[config.mk]
export PLATFORM = sky130hd
export DESIGN_NAME = dpc_top
export DESIGN_NICKNAME = d
export VERILOG_FILES = /design/src/design/dpc_pkg.sv /design/src/design/dpc_input_cond.sv /design/src/design/dpc_top.sv
export VERILOG_INCLUDE_DIRS = /design/src /design/src/design
export SDC_FILE = /design/constraint.sdc
export NUM_CORES = 1
export LEC_CHECK = 0
export BUFFER_PORTS_ARGS = -buffer_cell sky130_fd_sc_hd__clkbuf_2
export CAP_MARGIN = 20
export CORE_UTILIZATION = 39
export CTS_CLUSTER_SIZE = 12
export DETAILED_ROUTE_END_ITERATION = 12
export PLACE_DENSITY = 0.59
export SYNTH_ARGS = -nofsm -noshare
export SYNTH_HDL_FRONTEND = slang
export SYNTH_SLANG_ARGS = --single-unit
[constraint.sdc]
create_clock -name clk_sys -period 9.6 [get_ports clk_sys]
set_input_delay 1.92 -clock clk_sys [delete_from_list [all_inputs] [get_ports clk_sys]]
set_output_delay 1.92 -clock clk_sys [all_outputs]
set_load 0.01 [all_outputs]
[src/design/dpc_defs.svh]
// Offsets, field positions, reset values and timing constants of the pulse counter front end.
`ifndef DPC_DEFS_SVH
`define DPC_DEFS_SVH

// Clock and time base.
`define DPC_CLK_NS          20
`define DPC_US_NS           1000
`define DPC_US_CYC          (`DPC_US_NS / `DPC_CLK_NS)
`define DPC_MS_US           1000
`define DPC_RATE_WIN_MS     1000

// Least stable times in microseconds, contact kind and all other kinds.
`define DPC_DEB_CON_DEF_US   1600
`define DPC_DEB_CON_HEAVY_US 3200
`define DPC_DEB_CON_LIGHT_US 400
`define DPC_DEB_OTH_DEF_US   40
`define DPC_DEB_OTH_HEAVY_US 350
`define DPC_DEB_OTH_LIGHT_US 5

// Display refresh intervals in milliseconds, codes 0 to 5.
`define DPC_DISP_MS_0       500
`define DPC_DISP_MS_1       1000
`define DPC_DISP_MS_2       2000
`define DPC_DISP_MS_3       3000
`define DPC_DISP_MS_4       4000
`define DPC_DISP_MS_5       5000

// Register byte offsets.
`define DPC_OFF_INPUT_CFG   5'h00
`define DPC_OFF_DISP_CFG    5'h04
`define DPC_OFF_TOTAL       5'h08
`define DPC_OFF_RATE        5'h0C
`define DPC_OFF_UPPER       5'h10
`define DPC_OFF_LOWER       5'h14
`define DPC_OFF_STATUS      5'h18
`define DPC_OFF_CTRL        5'h1C

// Field positions of the input configuration register.
`define DPC_F_KIND_A        0
`define DPC_F_KIND_B        3
`define DPC_F_DEB_A         6
`define DPC_F_DEB_B         8
`define DPC_F_EDGE_A        10
`define DPC_F_EDGE_B        11
`define DPC_F_MODE          12

// Field positions of the display configuration register.
`define DPC_F_INTERVAL      0
`define DPC_F_UPPER_SEL     3
`define DPC_F_LOWER_EN      4

// Reset values of the fields that are not zero.
`define DPC_RST_INTERVAL    3'h1
`define DPC_RST_LOWER_EN    1'h1

`endif

[src/design/dpc_pkg.sv]
// Types shared by the pulse counter front end modules.
package dpc_pkg;

  // Sensor kinds of an input.
  typedef enum logic [2:0] {
    KIND_OPEN_COLL, KIND_VOLT_LOW, KIND_VOLT_HIGH, KIND_MAG_PICKOFF, KIND_PROXIMITY, KIND_CONTACT
  } dpc_kind_t;

  // Debounce levels; code 3 behaves as the default level.
  typedef enum logic [1:0] {DEB_DEFAULT, DEB_HEAVY, DEB_LIGHT} dpc_deb_t;

  // Arithmetic count modes.
  typedef enum logic [1:0] {MODE_SUM, MODE_DIFF, MODE_DIR, MODE_QUAD} dpc_mode_t;

  // State of one input conditioner.
  typedef struct packed {
    logic [2:0]  sh;
    logic [2:0]  sl;
    logic        hi_ok;
    logic        lo_ok;
    logic [11:0] cnt;
    logic        level;
    logic        rise;
    logic        fall;
  } dpc_cond_st_t;

  // State of the top module.
  typedef struct packed {
    logic        wreq;
    logic [31:0] rdata;
    logic [2:0]  kind_a;
    logic [2:0]  kind_b;
    logic [1:0]  deb_a;
    logic [1:0]  deb_b;
    logic        edge_a;
    logic        edge_b;
    dpc_mode_t   mode;
    logic [2:0]  interval;
    logic        upper_sel;
    logic        lower_en;
    logic [31:0] total;
    logic [31:0] rate;
    logic [31:0] rate_acc;
    logic [15:0] us_cnt;
    logic        us_tick;
    logic [9:0]  ms_cnt;
    logic        ms_tick;
    logic [9:0]  win_ms;
    logic [12:0] disp_ms;
    logic [31:0] upper;
    logic [31:0] lower;
    logic        upper_is_rate;
    logic        lower_on;
    logic        pout_ok;
  } dpc_top_st_t;

endpackage

[src/design/dpc_input_cond.sv]
// One pulse input: pin synchronisers, threshold hysteresis and debounce.
`timescale 1ns/10ps
`include "dpc_defs.svh"
module dpc_input_cond (
  input  wire logic       clk_sys,
  input  wire logic       rst_n,
  input  wire logic       us_tick,
  input  wire logic       above_high,
  input  wire logic       below_low,
  input  wire logic       contact,
  input  wire logic [1:0] deb_level,
  output logic            level,
  output logic            rise,
  output logic            fall
);

  dpc_pkg::dpc_cond_st_t s_r;
  dpc_pkg::dpc_cond_st_t s_nxt;
  logic [11:0]           lim;

  // Least stable time in microseconds for the chosen kind and level.
  function automatic logic [11:0] deb_limit(input logic con, input logic [1:0] lvl);
    logic [11:0] l;
    case (lvl)
      dpc_pkg::DEB_HEAVY: l = con ? 12'(`DPC_DEB_CON_HEAVY_US) : 12'(`DPC_DEB_OTH_HEAVY_US);
      dpc_pkg::DEB_LIGHT: l = con ? 12'(`DPC_DEB_CON_LIGHT_US) : 12'(`DPC_DEB_OTH_LIGHT_US);
      default:            l = con ? 12'(`DPC_DEB_CON_DEF_US) : 12'(`DPC_DEB_OTH_DEF_US);
    endcase
    return l;
  endfunction

  assign lim = deb_limit(contact, deb_level);

  // A level changes only after the opposite threshold was held for the whole debounce time.
  always_comb begin
    s_nxt      = s_r;
    s_nxt.sh   = {s_r.sh[1:0], above_high};
    s_nxt.sl   = {s_r.sl[1:0], below_low};
    s_nxt.rise = 1'b0;
    s_nxt.fall = 1'b0;
    if (s_r.sh[1] == s_r.sh[2]) begin
      s_nxt.hi_ok = s_r.sh[2];
    end
    if (s_r.sl[1] == s_r.sl[2]) begin
      s_nxt.lo_ok = s_r.sl[2];
    end
    // Low waits for the high threshold, high waits for the low one, so a partial swing never counts.
    if (s_r.level ? s_r.lo_ok : s_r.hi_ok) begin
      if (s_r.cnt >= lim) begin
        s_nxt.level = ~s_r.level;
        s_nxt.cnt   = 12'h000;
        s_nxt.rise  = ~s_r.level;
        s_nxt.fall  = s_r.level;
      end else if (us_tick) begin
        s_nxt.cnt = s_r.cnt + 12'h001;
      end
    end else begin
      s_nxt.cnt = 12'h000; // A bounce restarts the stable time.
    end
  end

  // State register with synchronous reset.
  always_ff @(posedge clk_sys) begin
    if (!rst_n) begin
      s_r <= '0;
    end else begin
      s_r <= s_nxt;
    end
  end

  assign level = s_r.level;
  assign rise  = s_r.rise;
  assign fall  = s_r.fall;

endmodule

[src/design/dpc_top.sv]
// Two input pulse counter front end with Avalon-MM register access.
//
// Contract
// Second input holds one of six kinds.
// Count needs low then high threshold crossing.
// Both inputs have independent three-level debounce.
// Debounce stable times depend on contact kind.
// Edge setting picks rising or falling transitions.
// First edge setting ignored in quadrature.
// Second edge setting only for sum, difference.
// Four modes; sum adds both inputs.
// Difference: first adds, second subtracts.
// Direction mode: second level low up, high down.
// Quadrature counts up when second leads.
// Quadrature counts down when first leads.
// Quadrature tolerates unequal mark and space.
// Pulse output unavailable in flagged modes.
// Six refresh intervals, display latched only then.
// Refresh interval never slows counting or outputs.
// Upper shows total or rate, lower other.
// Lower display can be switched off.
`timescale 1ns/10ps
`include "dpc_defs.svh"
module dpc_top #(
  parameter int unsigned US_CYC = `DPC_US_CYC
) (
  input  wire logic        clk_sys,
  input  wire logic        rst_n,
  input  wire logic [4:0]  avs_address,
  input  wire logic        avs_read,
  input  wire logic        avs_write,
  input  wire logic [31:0] avs_writedata,
  input  wire logic [3:0]  avs_byteenable,
  output logic [31:0]      avs_readdata,
  output logic             avs_waitrequest,
  input  wire logic        in_a_above_high,
  input  wire logic        in_a_below_low,
  input  wire logic        in_b_above_high,
  input  wire logic        in_b_below_low,
  output logic [31:0]      disp_upper_value,
  output logic             disp_upper_is_rate,
  output logic [31:0]      disp_lower_value,
  output logic             disp_lower_on,
  output logic             pulse_out_avail
);

  dpc_pkg::dpc_top_st_t s_r;
  dpc_pkg::dpc_top_st_t s_nxt;

  logic [1:0]  hi_v;
  logic [1:0]  lo_v;
  logic [1:0]  con_v;
  logic [3:0]  deb_v;
  logic [1:0]  lvl_v;
  logic [1:0]  rise_v;
  logic [1:0]  fall_v;
  logic [31:0] wmask;
  logic [31:0] cfg_in;
  logic [31:0] cfg_disp;
  logic [31:0] stat;
  logic [31:0] rd_mux;
  logic [31:0] wr_val;
  logic [31:0] delta;
  logic [1:0]  evs;
  logic        a_ev;
  logic        b_ev;
  logic [12:0] disp_lim;

  // Channel 0 is the first input, channel 1 the second.
  assign hi_v  = {in_b_above_high, in_a_above_high};
  assign lo_v  = {in_b_below_low, in_a_below_low};
  assign con_v = {s_r.kind_b == dpc_pkg::KIND_CONTACT, s_r.kind_a == dpc_pkg::KIND_CONTACT};
  assign deb_v = {s_r.deb_b, s_r.deb_a};

  // One conditioner per input, each with its own kind and debounce level.
  for (genvar gi = 0; gi < 2; gi++) begin : g_in
    dpc_input_cond u_cond (
      .clk_sys    (clk_sys),
      .rst_n      (rst_n),
      .us_tick    (s_r.us_tick),
      .above_high (hi_v[gi]),
      .below_low  (lo_v[gi]),
      .contact    (con_v[gi]),
      .deb_level  (deb_v[2*gi +: 2]),
      .level      (lvl_v[gi]),
      .rise       (rise_v[gi]),
      .fall       (fall_v[gi])
    );
  end

  // Byte lanes that a write may change.
  for (genvar gb = 0; gb < 4; gb++) begin : g_be
    assign wmask[8*gb +: 8] = {8{avs_byteenable[gb]}};
  end

  // Readback images of the configuration and status registers.
  always_comb begin
    cfg_in                          = 32'h0000_0000;
    cfg_in[`DPC_F_KIND_A +: 3]      = s_r.kind_a;
    cfg_in[`DPC_F_KIND_B +: 3]      = s_r.kind_b;
    cfg_in[`DPC_F_DEB_A +: 2]       = s_r.deb_a;
    cfg_in[`DPC_F_DEB_B +: 2]       = s_r.deb_b;
    cfg_in[`DPC_F_EDGE_A]           = s_r.edge_a;
    cfg_in[`DPC_F_EDGE_B]           = s_r.edge_b;
    cfg_in[`DPC_F_MODE +: 2]        = s_r.mode;
    cfg_disp                        = 32'h0000_0000;
    cfg_disp[`DPC_F_INTERVAL +: 3]  = s_r.interval;
    cfg_disp[`DPC_F_UPPER_SEL]      = s_r.upper_sel;
    cfg_disp[`DPC_F_LOWER_EN]       = s_r.lower_en;
    stat                            = {28'h000_0000, s_r.lower_on, s_r.pout_ok, lvl_v};
  end

  // Read multiplexer; unmapped and write-only offsets read as zero.
  always_comb begin
    unique case (avs_address)
      `DPC_OFF_INPUT_CFG: rd_mux = cfg_in;
      `DPC_OFF_DISP_CFG:  rd_mux = cfg_disp;
      `DPC_OFF_TOTAL:     rd_mux = s_r.total;
      `DPC_OFF_RATE:      rd_mux = s_r.rate;
      `DPC_OFF_UPPER:     rd_mux = s_r.upper;
      `DPC_OFF_LOWER:     rd_mux = s_r.lower;
      `DPC_OFF_STATUS:    rd_mux = stat;
      default:            rd_mux = 32'h0000_0000;
    endcase
  end

  // Refresh interval in milliseconds; the unused codes fall back to the longest interval.
  always_comb begin
    unique case (s_r.interval)
      3'h0:    disp_lim = 13'(`DPC_DISP_MS_0);
      3'h1:    disp_lim = 13'(`DPC_DISP_MS_1);
      3'h2:    disp_lim = 13'(`DPC_DISP_MS_2);
      3'h3:    disp_lim = 13'(`DPC_DISP_MS_3);
      3'h4:    disp_lim = 13'(`DPC_DISP_MS_4);
      default: disp_lim = 13'(`DPC_DISP_MS_5);
    endcase
  end

  // Counting edges; the first input's edge setting is not consulted in quadrature.
  assign a_ev = s_r.edge_a ? fall_v[0] : rise_v[0];
  assign b_ev = s_r.edge_b ? fall_v[1] : rise_v[1];

  // Signed step of the total and the number of counted pulses for the rate.
  always_comb begin
    unique case (s_r.mode)
      dpc_pkg::MODE_SUM: begin
        delta = {31'h0000_0000, a_ev} + {31'h0000_0000, b_ev};
        evs   = {1'b0, a_ev} + {1'b0, b_ev};
      end
      dpc_pkg::MODE_DIFF: begin
        delta = {31'h0000_0000, a_ev} - {31'h0000_0000, b_ev};
        evs   = {1'b0, a_ev} + {1'b0, b_ev};
      end
      dpc_pkg::MODE_DIR: begin
        // Only the first input counts; the second input's level is the direction.
        delta = !a_ev ? 32'h0000_0000 : (lvl_v[1] ? 32'hFFFF_FFFF : 32'h0000_0001);
        evs   = {1'b0, a_ev};
      end
      dpc_pkg::MODE_QUAD: begin
        // Decoding on the first input's rise alone keeps it insensitive to unequal mark and space.
        delta = !rise_v[0] ? 32'h0000_0000 : (lvl_v[1] ? 32'h0000_0001 : 32'hFFFF_FFFF);
        evs   = {1'b0, rise_v[0]};
      end
    endcase
  end

  assign wr_val = (rd_mux & ~wmask) | (avs_writedata & wmask);

  // Next state: bus slave, time base, counting, rate window and display latch.
  always_comb begin
    s_nxt         = s_r;
    s_nxt.us_tick = 1'b0;
    s_nxt.ms_tick = 1'b0;

    // Waitrequest drops for one cycle after a request is seen; the access completes at the following edge.
    if ((avs_read || avs_write) && s_r.wreq) begin
      s_nxt.wreq = 1'b0;
      // Only a read loads the data register, so read data stand until the next read.
      if (avs_read) begin
        s_nxt.rdata = rd_mux;
      end
    end else begin
      s_nxt.wreq = 1'b1;
    end

    // Microsecond and millisecond ticks from the system clock.
    if (s_r.us_cnt >= 16'(US_CYC - 1)) begin
      s_nxt.us_cnt  = 16'h0000;
      s_nxt.us_tick = 1'b1;
    end else begin
      s_nxt.us_cnt = s_r.us_cnt + 16'h0001;
    end
    if (s_r.us_tick) begin
      if (s_r.ms_cnt >= 10'(`DPC_MS_US - 1)) begin
        s_nxt.ms_cnt  = 10'h000;
        s_nxt.ms_tick = 1'b1;
      end else begin
        s_nxt.ms_cnt = s_r.ms_cnt + 10'h001;
      end
    end

    // The total follows every counted pulse at once, whatever the refresh interval.
    s_nxt.total = s_r.total + delta;

    // Rate is the pulse count of each one-second window.
    s_nxt.rate_acc = s_r.rate_acc + {30'h0000_0000, evs};
    if (s_r.ms_tick) begin
      if (s_r.win_ms >= 10'(`DPC_RATE_WIN_MS - 1)) begin
        s_nxt.win_ms   = 10'h000;
        s_nxt.rate     = s_nxt.rate_acc;
        s_nxt.rate_acc = 32'h0000_0000;
      end else begin
        s_nxt.win_ms = s_r.win_ms + 10'h001;
      end
    end

    // Display values change only when the refresh interval has run out.
    if (s_r.ms_tick) begin
      if (s_r.disp_ms >= disp_lim - 13'h0001) begin
        s_nxt.disp_ms       = 13'h0000;
        s_nxt.upper         = s_r.upper_sel ? s_r.rate : s_r.total;
        s_nxt.lower         = !s_r.lower_en ? 32'h0000_0000 : (s_r.upper_sel ? s_r.total : s_r.rate);
        s_nxt.upper_is_rate = s_r.upper_sel;
        s_nxt.lower_on      = s_r.lower_en;
      end else begin
        s_nxt.disp_ms = s_r.disp_ms + 13'h0001;
      end
    end

    // The pulse output permission tracks the mode directly, not the display refresh.
    s_nxt.pout_ok = (s_r.mode != dpc_pkg::MODE_DIFF);

    // Writes take effect at the edge where the master sees waitrequest low.
    if (avs_write && !s_r.wreq) begin
      unique case (avs_address)
        `DPC_OFF_INPUT_CFG: begin
          s_nxt.kind_a = wr_val[`DPC_F_KIND_A +: 3];
          s_nxt.kind_b = wr_val[`DPC_F_KIND_B +: 3];
          s_nxt.deb_a  = wr_val[`DPC_F_DEB_A +: 2];
          s_nxt.deb_b  = wr_val[`DPC_F_DEB_B +: 2];
          s_nxt.edge_a = wr_val[`DPC_F_EDGE_A];
          s_nxt.edge_b = wr_val[`DPC_F_EDGE_B];
          s_nxt.mode   = dpc_pkg::dpc_mode_t'(wr_val[`DPC_F_MODE +: 2]);
        end
        `DPC_OFF_DISP_CFG: begin
          s_nxt.interval  = wr_val[`DPC_F_INTERVAL +: 3];
          s_nxt.upper_sel = wr_val[`DPC_F_UPPER_SEL];
          s_nxt.lower_en  = wr_val[`DPC_F_LOWER_EN];
        end
        `DPC_OFF_CTRL: begin
          // A pulse counted in the clearing cycle is kept rather than lost.
          if (avs_byteenable[0] && avs_writedata[0]) begin
            s_nxt.total = delta;
          end
        end
        default: begin
        end
      endcase
    end
  end

  // State register with synchronous reset.
  always_ff @(posedge clk_sys) begin
    if (!rst_n) begin
      s_r          <= '0;
      s_r.wreq     <= 1'b1;
      s_r.interval <= `DPC_RST_INTERVAL;
      s_r.lower_en <= `DPC_RST_LOWER_EN;
      s_r.pout_ok  <= 1'b1;
    end else begin
      s_r <= s_nxt;
    end
  end

  assign avs_readdata       = s_r.rdata;
  assign avs_waitrequest    = s_r.wreq;
  assign disp_upper_value   = s_r.upper;
  assign disp_upper_is_rate = s_r.upper_is_rate;
  assign disp_lower_value   = s_r.lower;
  assign disp_lower_on      = s_r.lower_on;
  assign pulse_out_avail    = s_r.pout_ok;

endmodule

**After elaboration in Yosys (flattened, before gate mapping)**

Cells that the tools add are included.
Widths: inputs -> output; s select.

- Flip-flop bits (word level): 312
- Input bits: 49
- Logic and storage cells: 150
- Output and inout bits: 100

- Add/subtract/negate cells: 12
- Bitwise operators: 9
- Eq/ne operators: 25
- Magnitude comparators: 6
- Mux-type cells: 34
- Reductions and logical operators: 22

Operator list:

| kind | number |
|---|---|
| $mux 32 | 12 |
| $pmux 32 s7 | 1 |
| $pmux 32 s4 | 1 |
| $pmux 13 s5 | 1 |
| $pmux 12 s2 | 2 |
| $add 32x2->32 | 1 |
| $add 32x32->32 | 1 |
| $and 14x14->14 | 2 |
| $add 12x1->12 const B | 2 |
| $ge 12x12->1 | 2 |
| $mux 12 | 2 |
| $mux 11 | 2 |
| $add 10x1->10 const B | 2 |
| $eq 5x5->1 const B | 4 |
| $ge 10x10->1 const B | 2 |
| $mux 10 | 2 |
| $mux 9 | 2 |
| $add 16x1->16 const B | 1 |
| $ge 16x6->1 const B | 1 |
| $reduce_and 2->1 | 8 |
| $not 14->14 | 1 |
| $or 14x14->14 | 1 |
| $add 13x1->13 const B | 1 |
| $ge 13x13->1 | 1 |
| other kinds (25) | 53 |

**Logic depth before layout (Yosys ltp)**

Gate-level depths: netlist of the first run.

- Depth in word-level cells: 7
- Gate-level depth with buffers: 17
- Depth with buffers taken out: 17

**Cells and area by module**

From an unflattened synthesis of the first run, not the netlist that was laid out.

- Cells, all modules: 1,848
- Area, all modules: 16,250.6 um2

Modules (own cells, without submodules):

| module | cells an instance | area an instance (um2) | sequential area each (um2) | instances |
|---|---|---|---|---|
| dpc_top | 1,578 | 13,708.1 | 5,325.1 | 1 |
| dpc_input_cond | 135 | 1,271.2 | 460.4 | 2 |

**Worst setup path before layout of the first run**

No wires, ideal clock.

- Path type: register to register
- From: register s_r (netlist bit cfg_in[13])
- To: register s_r[208] in the netlist's numbering
- Cell stages (with the launch flop): 13
- Data required time: 9.483 ns
- Setup time: 0.117 ns
- Path slack: 5.400 ns
- Arrival: 4.082 ns
- Path through: dfxtp_1 clkbuf_1 nand3_1 o21ai_1 ha_1 nor2b_4 o31a_1 o41a_1 a211oi_4 a21oi_2 nand2_1 mux2i_1 nand2_1

- Word-level cells in the longest chain between the ends: 6

Ends and longest elaborated chain:

| element | RTL line | source |
|---|---|---|
| start, declared | dpc_top.sv:47 | `dpc_pkg::dpc_top_st_t s_r;` |
| start signal, assigned | dpc_top.sv:271 | `s_r <= s_nxt;` |
| $eq 2x2->1 (tied with other cells) | dpc_top.sv:145 | `unique case (s_r.mode)` |
| $pmux 32 s4 * | dpc_top.sv:145 |  |
| $add 32x32->32 | dpc_top.sv:203 | `s_nxt.total = s_r.total + delta;` |
| $mux 32 | dpc_top.sv:252 | `if (avs_byteenable[0] && avs_writedata[0]) begin` |
| $mux 32 | dpc_top.sv:235 | `unique case (avs_address)` |
| $mux 32 * | dpc_top.sv:234 | `if (avs_write && !s_r.wreq) begin` |

Mark *: on every way between the ends. The rest lies on a longest branch, timed or not.
A chain may end at the register's enable or synchronous reset.

**Worst setup path in the final report of the first run**

- From: register s_r (netlist bit cfg_disp[0])
- To: register s_r (netlist bit disp_lower_value[7])

- Word-level cells in the longest chain between the ends: 5

Ends and longest elaborated chain:

| element | RTL line | source |
|---|---|---|
| $eq 3x3->1 (tied with other cells) | dpc_top.sv:129 | `unique case (s_r.interval)` |
| $pmux 13 s5 * | dpc_top.sv:129 |  |
| $sub 13x1->13 * | dpc_top.sv:219 | `if (s_r.disp_ms >= disp_lim - 13'h0001) begin` |
| $ge 13x13->1 * | dpc_top.sv:219 |  |
| $reduce_and 2->1 (no line) * | -- |  |

Marks and branches as above.

==> reports/results.ini, run 1 <==
[status]
outcome=complete, no violations

[power]
cellLeakagePower_nw=6.70
powerDensity_nw_per_um2=156
power.total_mw=2.77
vdd_drop_max_mv=0.113

[yosys]
synthSimpleGateAreaFrac_pct=17.8
synth-main-ff-cell=dfxtp_1
synthXorXnorAreaFrac_pct=5.96
synth_mux_area_share_pct=5.29
synthAdderAreaFrac_pct=6.59
yosysUniqueCellTypes=78
syn_inst=1864
synth_edf_count=0
yosys_warnings=0
synth-seq-cells=312
syn_area_per_cell_um2=8.68
syn_area_um2=16200
synth_compound_area_share_pct=17.5
synth_top_family_by_area=simple AND/OR/NAND/NOR gates
ys_seq_area_share_pct=38.6
yosys.area.top_type=dfxtp_1
synthTopCellsByArea=dfxtp_1 (39%), ha_1 (6.3%), nor2_1 (5.8%)
ys_async_sr_fraction_pct=0
synth_top_area_share_pct=38.6

[timing]
drv_slew=0
fin_ws_ns=5.25
tns_ns=0
finalClockSkew_ns=0.0247
setup_viol=0
fmax_mhz=230
finalCriticalPeriod_ns=4.35
maxSlewHeadroom_pct=28.4
hold_viol_final=0
finalCritPeriodShare_pct=45.3
rsz0062_at_grt=no
holdWs_ns=0.433
worst_slew_pin_slew_ns=1.06

[clock_network]
cts_made_buffers=36
path_clk_slew_ns=0.06
root_buffer=clkbuf_16
cts_resized=0
cts_max_level=2
cts_hold_buf=0
cts.sinks=312
cts_setup_buffers=0
clockBufferDepth=3
cts_tree=done
insertion_delay_ns=0.53

[place]
dp_slack_ns=4.98
routabilityCongestion=0.887
place_area_um2=16500
portBuffers=128
dp_cells=2347
dpl.hpwl_um=30400

[global_routing]
grt_max_degree=72
grt_antenna_before_repair=1
grt_pass1_vias=12370
track_usage_pct=20.6
globalRouteOverflowTotal=0
grt_pass1_wl_um=68900

[floorplan]
die_area_um2=42300
core_um2=40800
io_pins=149
die_h_um=206
die_w_um=206
num_rows=74
start_util_pct=39.6

[critical_path]
crit_chain=or3_1 > ha_1 > o21ai_0 > a21o_1 > ha_1 > a21oi_1 > nor2b_1 > o311ai_1 > o211ai_1 > a21o_1 > and2_2 > nor2_2 > buf_4 > o2bb2ai_1
path_class=flop to flop
cp-start-kind=flop
arrival_ns=4.79
critical_path.n_buffers_inverters=1
end_kind=flop
cpPeakStageDelay_ns=0.85
critical_path.top_delay_family=simple AND/OR/NAND/NOR gates
cpMaxStageDelayCell=nor2_2
worstPathRequired_ns=10.04
critPathMaxFanout=33

[finish]
final_util_pct=43.3
final_layout_size_suffix_gt1_share_pct=12.7
final_cell_mix=dfxtp_1 (311), nor2_1 (246), nand2_1 (172)
design_area_um2=17700
synthToLayoutAreaGrowth_pct=9.39
nets=1988
final_cell_count_no_fill=2412
final_common_cell=dfxtp_1

[hold_path]
hold_class=flop to flop

[job]
maxCapViolCount=0

[route]
drt_pass1_iterations=6
wirelength_um=43500
viasPerCell=5.43
drtIter0Drc=971
wire_per_inst_um=18.0
postRouteAntennaNets=0
drc_errors=0
num_vias=13106

## report_power, final
group	internal (mW)	switching (mW)	total, mW
sequential	1.31	0.00746	1.31
clock	0.830	0.542	1.37
combinational	0.0238	0.0592	0.0830
total	2.16	0.608	2.77
## registers in the layout (all words and copies together), names as in the netlist
register and count:
g_in.u_cond.rise 2, avs_waitrequest 1, disp_upper_is_rate 1, disp_lower_value 32, g_in.u_cond.s_r 32, g_in.u_cond.level 2
cfg_in 14, g_in.u_cond.fall 2, cfg_disp 5, g_in.u_cond.s_nxt 8, pulse_out_avail 1, disp_lower_on 1
avs_readdata 32, s_r 147, disp_upper_value 32
## layer usage
layer	vias to the layer above	wire length, µm	track usage, %
met5	-	0	0
met4	0	857	5.21
met3	61	3120	4.37
met2	364	19100	32.7
met1	6202	20400	28.2
li1	6479	-	-
## cells in the mapped netlist, types with 5 or more instances
master / instances
xnor2_1: 43
nor3_1: 14
a211oi_1: 60
nand3_1: 40
nor2b_1: 7
and3_1: 35
clkbuf_1: 72
a22oi_1: 5
nor4_1: 6
a222oi_1: 29
nand3b_1: 5
nand2b_1: 12
mux2i_1: 81
buf_4: 99
ha_1: 82
o21ai_1: 17
inv_1: 36
a21o_1: 21
a21oi_1: 114
buf_2: 23
a211oi_2: 10
xor2_1: 67
o211ai_1: 13
nor2_1: 248
o21a_1: 10
nand2_1: 172
nand4_1: 32
o21ai_0: 49
o2bb2ai_1: 33
and4_1: 5
dfxtp_1: 312
a31oi_1: 6
and2_1: 26
## cells by family (layout without fill, tap and decap cells)
kind of cell	after synthesis	count (layout)
fa+ha+maj	84	84
buf+inv	238	243
compound gates	407	407
simple gates	627	627
xor+xnor	110	110
flops	312	312
other cells	1	12
mux	85	85
## worst paths after layout
| check | to | slack, ns | startpoint | cells past startpoint |
|---|---|---|---|---|
| max | disp_lower_value[7] | 5.25 | cfg_disp[0] | 14 |
| min | g_in[1].u_cond.s_nxt[22] | 0.43 | g_in[1].u_cond.s_nxt[21] | 1 |
| max reg2reg | disp_lower_value[7] | 5.25 | cfg_disp[0] | 14 |
| min reg2reg | g_in[1].u_cond.s_nxt[22] | 0.43 | g_in[1].u_cond.s_nxt[21] | 1 |
## cell type report
cell class | count | area, µm²
repair buffers | 144 | 778
well taps | 532 | 666
multi-input cells | 1324 | 8670
clock inverters | 7 | 95.1
diodes | 1 | 2.50
inverters | 37 | 141
flip-flops and latches | 312 | 6250
fillers | 4036 | 23100
clock buffers | 55 | 1080
(Power assumes the default switching activity.)
==> run 2: changes to the inputs <==
Settings changed: ABC_AREA set to 1, PLACE_DENSITY 0.59 to 0.61.
Clock period 9.6 ns to 3.87 ns, I/O delays scaled along.
==> run 2 against run 1 <==
Clock skew down 0.0085 ns; clock-buffer cell count fell by 4; hold slack got worse by 0.043 ns; flip-flop and latch count did not move; die area up 9.6%; area after synthesis is 9.7% higher; critical path depth stayed put; maximum frequency is 28% higher; critical endpoint is now s_r[178]; largest cell class unchanged.
==> reports/results.ini, run 2 <==
[status]
outcome=complete, no violations

[critical_path]
critical_path.top_delay_family=adder cells
end_kind=flop
crit_chain=inv_1 > o21ai_0 > buf_4 > inv_1 > ha_1 > o211ai_1 > ha_1 > inv_1 > fa_1 > nor3_1 > nand2_1 > xnor2_1 > inv_1 > o22ai_1
cp-start-kind=flop
worstPathRequired_ns=4.28  ; -5.76 ns
critPathMaxFanout=4  ; -88%
arrival_ns=3.80  ; -0.99 ns
cpPeakStageDelay_ns=0.54  ; -0.31 ns
crit_top_cell=inv_1
path_class=flop to flop
critical_path.n_buffers_inverters=5  ; +4
cpMaxStageDelayCell=nor3_1

[place]
dp_slack_ns=0.517  ; -4.46 ns
routabilityCongestion=0.922  ; +3.9%
dpl.hpwl_um=40000  ; +32%
dp_cells=3206  ; +37%
portBuffers=128  ; unchanged

[yosys]
syn_inst=2636  ; +41%
yosysUniqueCellTypes=49  ; -37%
yosys.area.top_type=dfxtp_1
synth_top_area_share_pct=35.2  ; -3.4 points
synth-main-ff-cell=dfxtp_1
yosys-top-cells-count=nand2_1 (723), inv_1 (339), dfxtp_1 (312), nor2_1 (259), nand3_1 (153)
syn_area_um2=17700  ; +9.7%
yosysMostFrequentCell=nand2_1
synthTopCellsByArea=dfxtp_1 (35%), nand2_1 (15%), inv_1 (7.2%)
syn_area_per_cell_um2=6.73  ; -22%
synth-seq-cells=312  ; unchanged
ys_async_sr_fraction_pct=0  ; unchanged
yosys_warnings=0  ; unchanged
ys_seq_area_share_pct=35.2  ; -3.4 points
synth_edf_count=0  ; unchanged

[global_routing]
use_met3_pct=4.47  ; +0.10 points
track_usage_pct=22.6  ; +2.0 points
grt_pass1_vias=15128  ; +22%
use_met2_pct=36.4  ; +3.7 points
grt_pass1_wl_um=82600  ; +20%
grt_use_met1_pct=30.4  ; +2.2 points
grt_max_degree=81  ; +13%
globalRouteOverflowTotal=0  ; unchanged
grt_antenna_before_repair=0  ; -1
busiest_layer=met2

[route]
drtIter0Drc=1203  ; +24%
wirelength_um=53200  ; +22%
drt_pass1_iterations=6  ; unchanged
num_vias=16459  ; +26%
viasPerCell=5.03  ; -7.4%
wire_per_inst_um=16.3  ; -9.9%
drc_errors=0  ; unchanged
postRouteAntennaNets=0  ; unchanged

[timing]
finalCritPeriodShare_pct=87.5  ; +42 points
fmax_mhz=295  ; +28%
tns_ns=0  ; unchanged
worst_slew_pin_slew_ns=0.995  ; -0.0696 ns
drv_slew=0  ; unchanged
rsz0062_at_grt=no
fin_ws_ns=0.484  ; -4.77 ns
setup_viol=0  ; unchanged
finalClockSkew_ns=0.0161  ; -0.00851 ns
maxSlewHeadroom_pct=33.6  ; +5.2 points
finalCriticalPeriod_ns=3.39  ; -0.962 ns
holdWs_ns=0.390  ; -0.0426 ns
hold_viol_final=0  ; unchanged

[clock_network]
clockBufferDepth=3  ; unchanged
cts_hold_buf=0  ; unchanged
cts.sinks=312  ; unchanged
cts_resized=0  ; unchanged
insertion_delay_ns=0.57  ; +0.04 ns
cts_setup_buffers=0  ; unchanged
root_buffer=clkbuf_16
cts_max_level=2  ; unchanged
cts_tree=done
cts_made_buffers=38  ; +5.6%
path_clk_slew_ns=0.06  ; about the same

[finish]
final_util_pct=43.6  ; +0.25 points
largest_reg_flops=147  ; unchanged
synthToLayoutAreaGrowth_pct=9.34  ; about the same
final_cell_mix=nand2_1 (721), inv_1 (338), dfxtp_1 (311)
regMostFlops=s_r
final_layout_size_suffix_gt1_share_pct=9.33  ; -3.3 points
final_cell_count_no_fill=3272  ; +36%
nets=2787  ; +40%
final_common_cell=nand2_1
antenna_cells=0  ; -1

[hold_path]
hold_class=input pin to flop

[power]
powerDensity_nw_per_um2=358  ; +130%
vdd_drop_max_mv=0.241  ; +110%
cellLeakagePower_nw=8.97  ; +34%

[floorplan]
start_util_pct=39.9  ; +0.25 points
die_area_um2=46300  ; +9.6%
num_rows=77  ; +4.1%
io_pins=149  ; unchanged
die_w_um=215  ; +4.7%
die_h_um=215  ; +4.7%
core_um2=44500  ; +9.0%

[job]
maxCapViolCount=0  ; unchanged

==> run 2: path summary, 6_finish.rpt <==
check                                         startpoint                        to  slack [ns]  depth (start not counted)
worst max-delay path                 g_in[0].u_cond.rise                  s_r[178]        0.48                         14
worst min-delay path                      in_a_below_low  g_in[0].u_cond.s_nxt[18]        0.39                          3
worst max register to register       g_in[0].u_cond.rise                  s_r[178]        0.48                         14
worst min register to register  g_in[0].u_cond.s_nxt[21]  g_in[0].u_cond.s_nxt[22]        0.41                          2
==> run 2: routing by layer <==
layer  vias up  share of wire, %
met5         -                 0
met4         0               2.6
met3        84               6.7
met2       460                45
met1      7553                46
li1       8362                 -
==> run 2: final cells by class <==
cell class	instances	area (µm²)
multi-input cells	1802	9050
clock buffers	51	1050
well taps	592	741
clock inverters	15	146
fillers	4690	25100
flip-flops and latches	312	6250
inverters	347	1310
repair buffers	153	856
==> run 2: worst register-to-register path: stages, from the launching register on <==
cell and delay, ns:
dfxtp_1 0.33, inv_1 0.04, o21ai_0 0.19, buf_4 0.17, inv_1 0.04, ha_1 0.30
o211ai_1 0.23, ha_1 0.27, inv_1 0.10, fa_1 0.49, nor3_1 0.54, nand2_1 0.13
xnor2_1 0.15, inv_1 0.18, o22ai_1 0.09
==> run 2: power by group <==
group | switching, mW | total [mW] | internal (mW)
combinational | 0.151 | 0.207 | 0.0564
sequential | 0.0163 | 3.25 | 3.24
clock | 1.44 | 3.48 | 2.04
total | 1.60 | 6.94 | 5.34
==> run 2: kinds of logic (layout without fill, tap and decap cells) <==
kind of cell / count (synthesis) / after routing / share of synthesized area (%)
other: 1 / 11 / 0.0211
DFF: 312 / 312 / 35.2
xor gates and xnor gates: 67 / 67 / 3.31
and+or+nand+nor: 1245 / 1245 / 29.0
adders and majority gates: 84 / 84 / 6.01
muxes: 1 / 1 / 0.0635
buffers and inverters: 532 / 566 / 14.0
AOI/OAI and AO/OA: 394 / 394 / 12.3
==> run 2: through the flow <==
stage	power [mW]	cell area [µm²]
floorplan	3.45	17800
global placement	3.53	18200
detailed placement	3.53	18200
CTS	7.02	19400
global route	7.18	19400
finish	6.94	19400
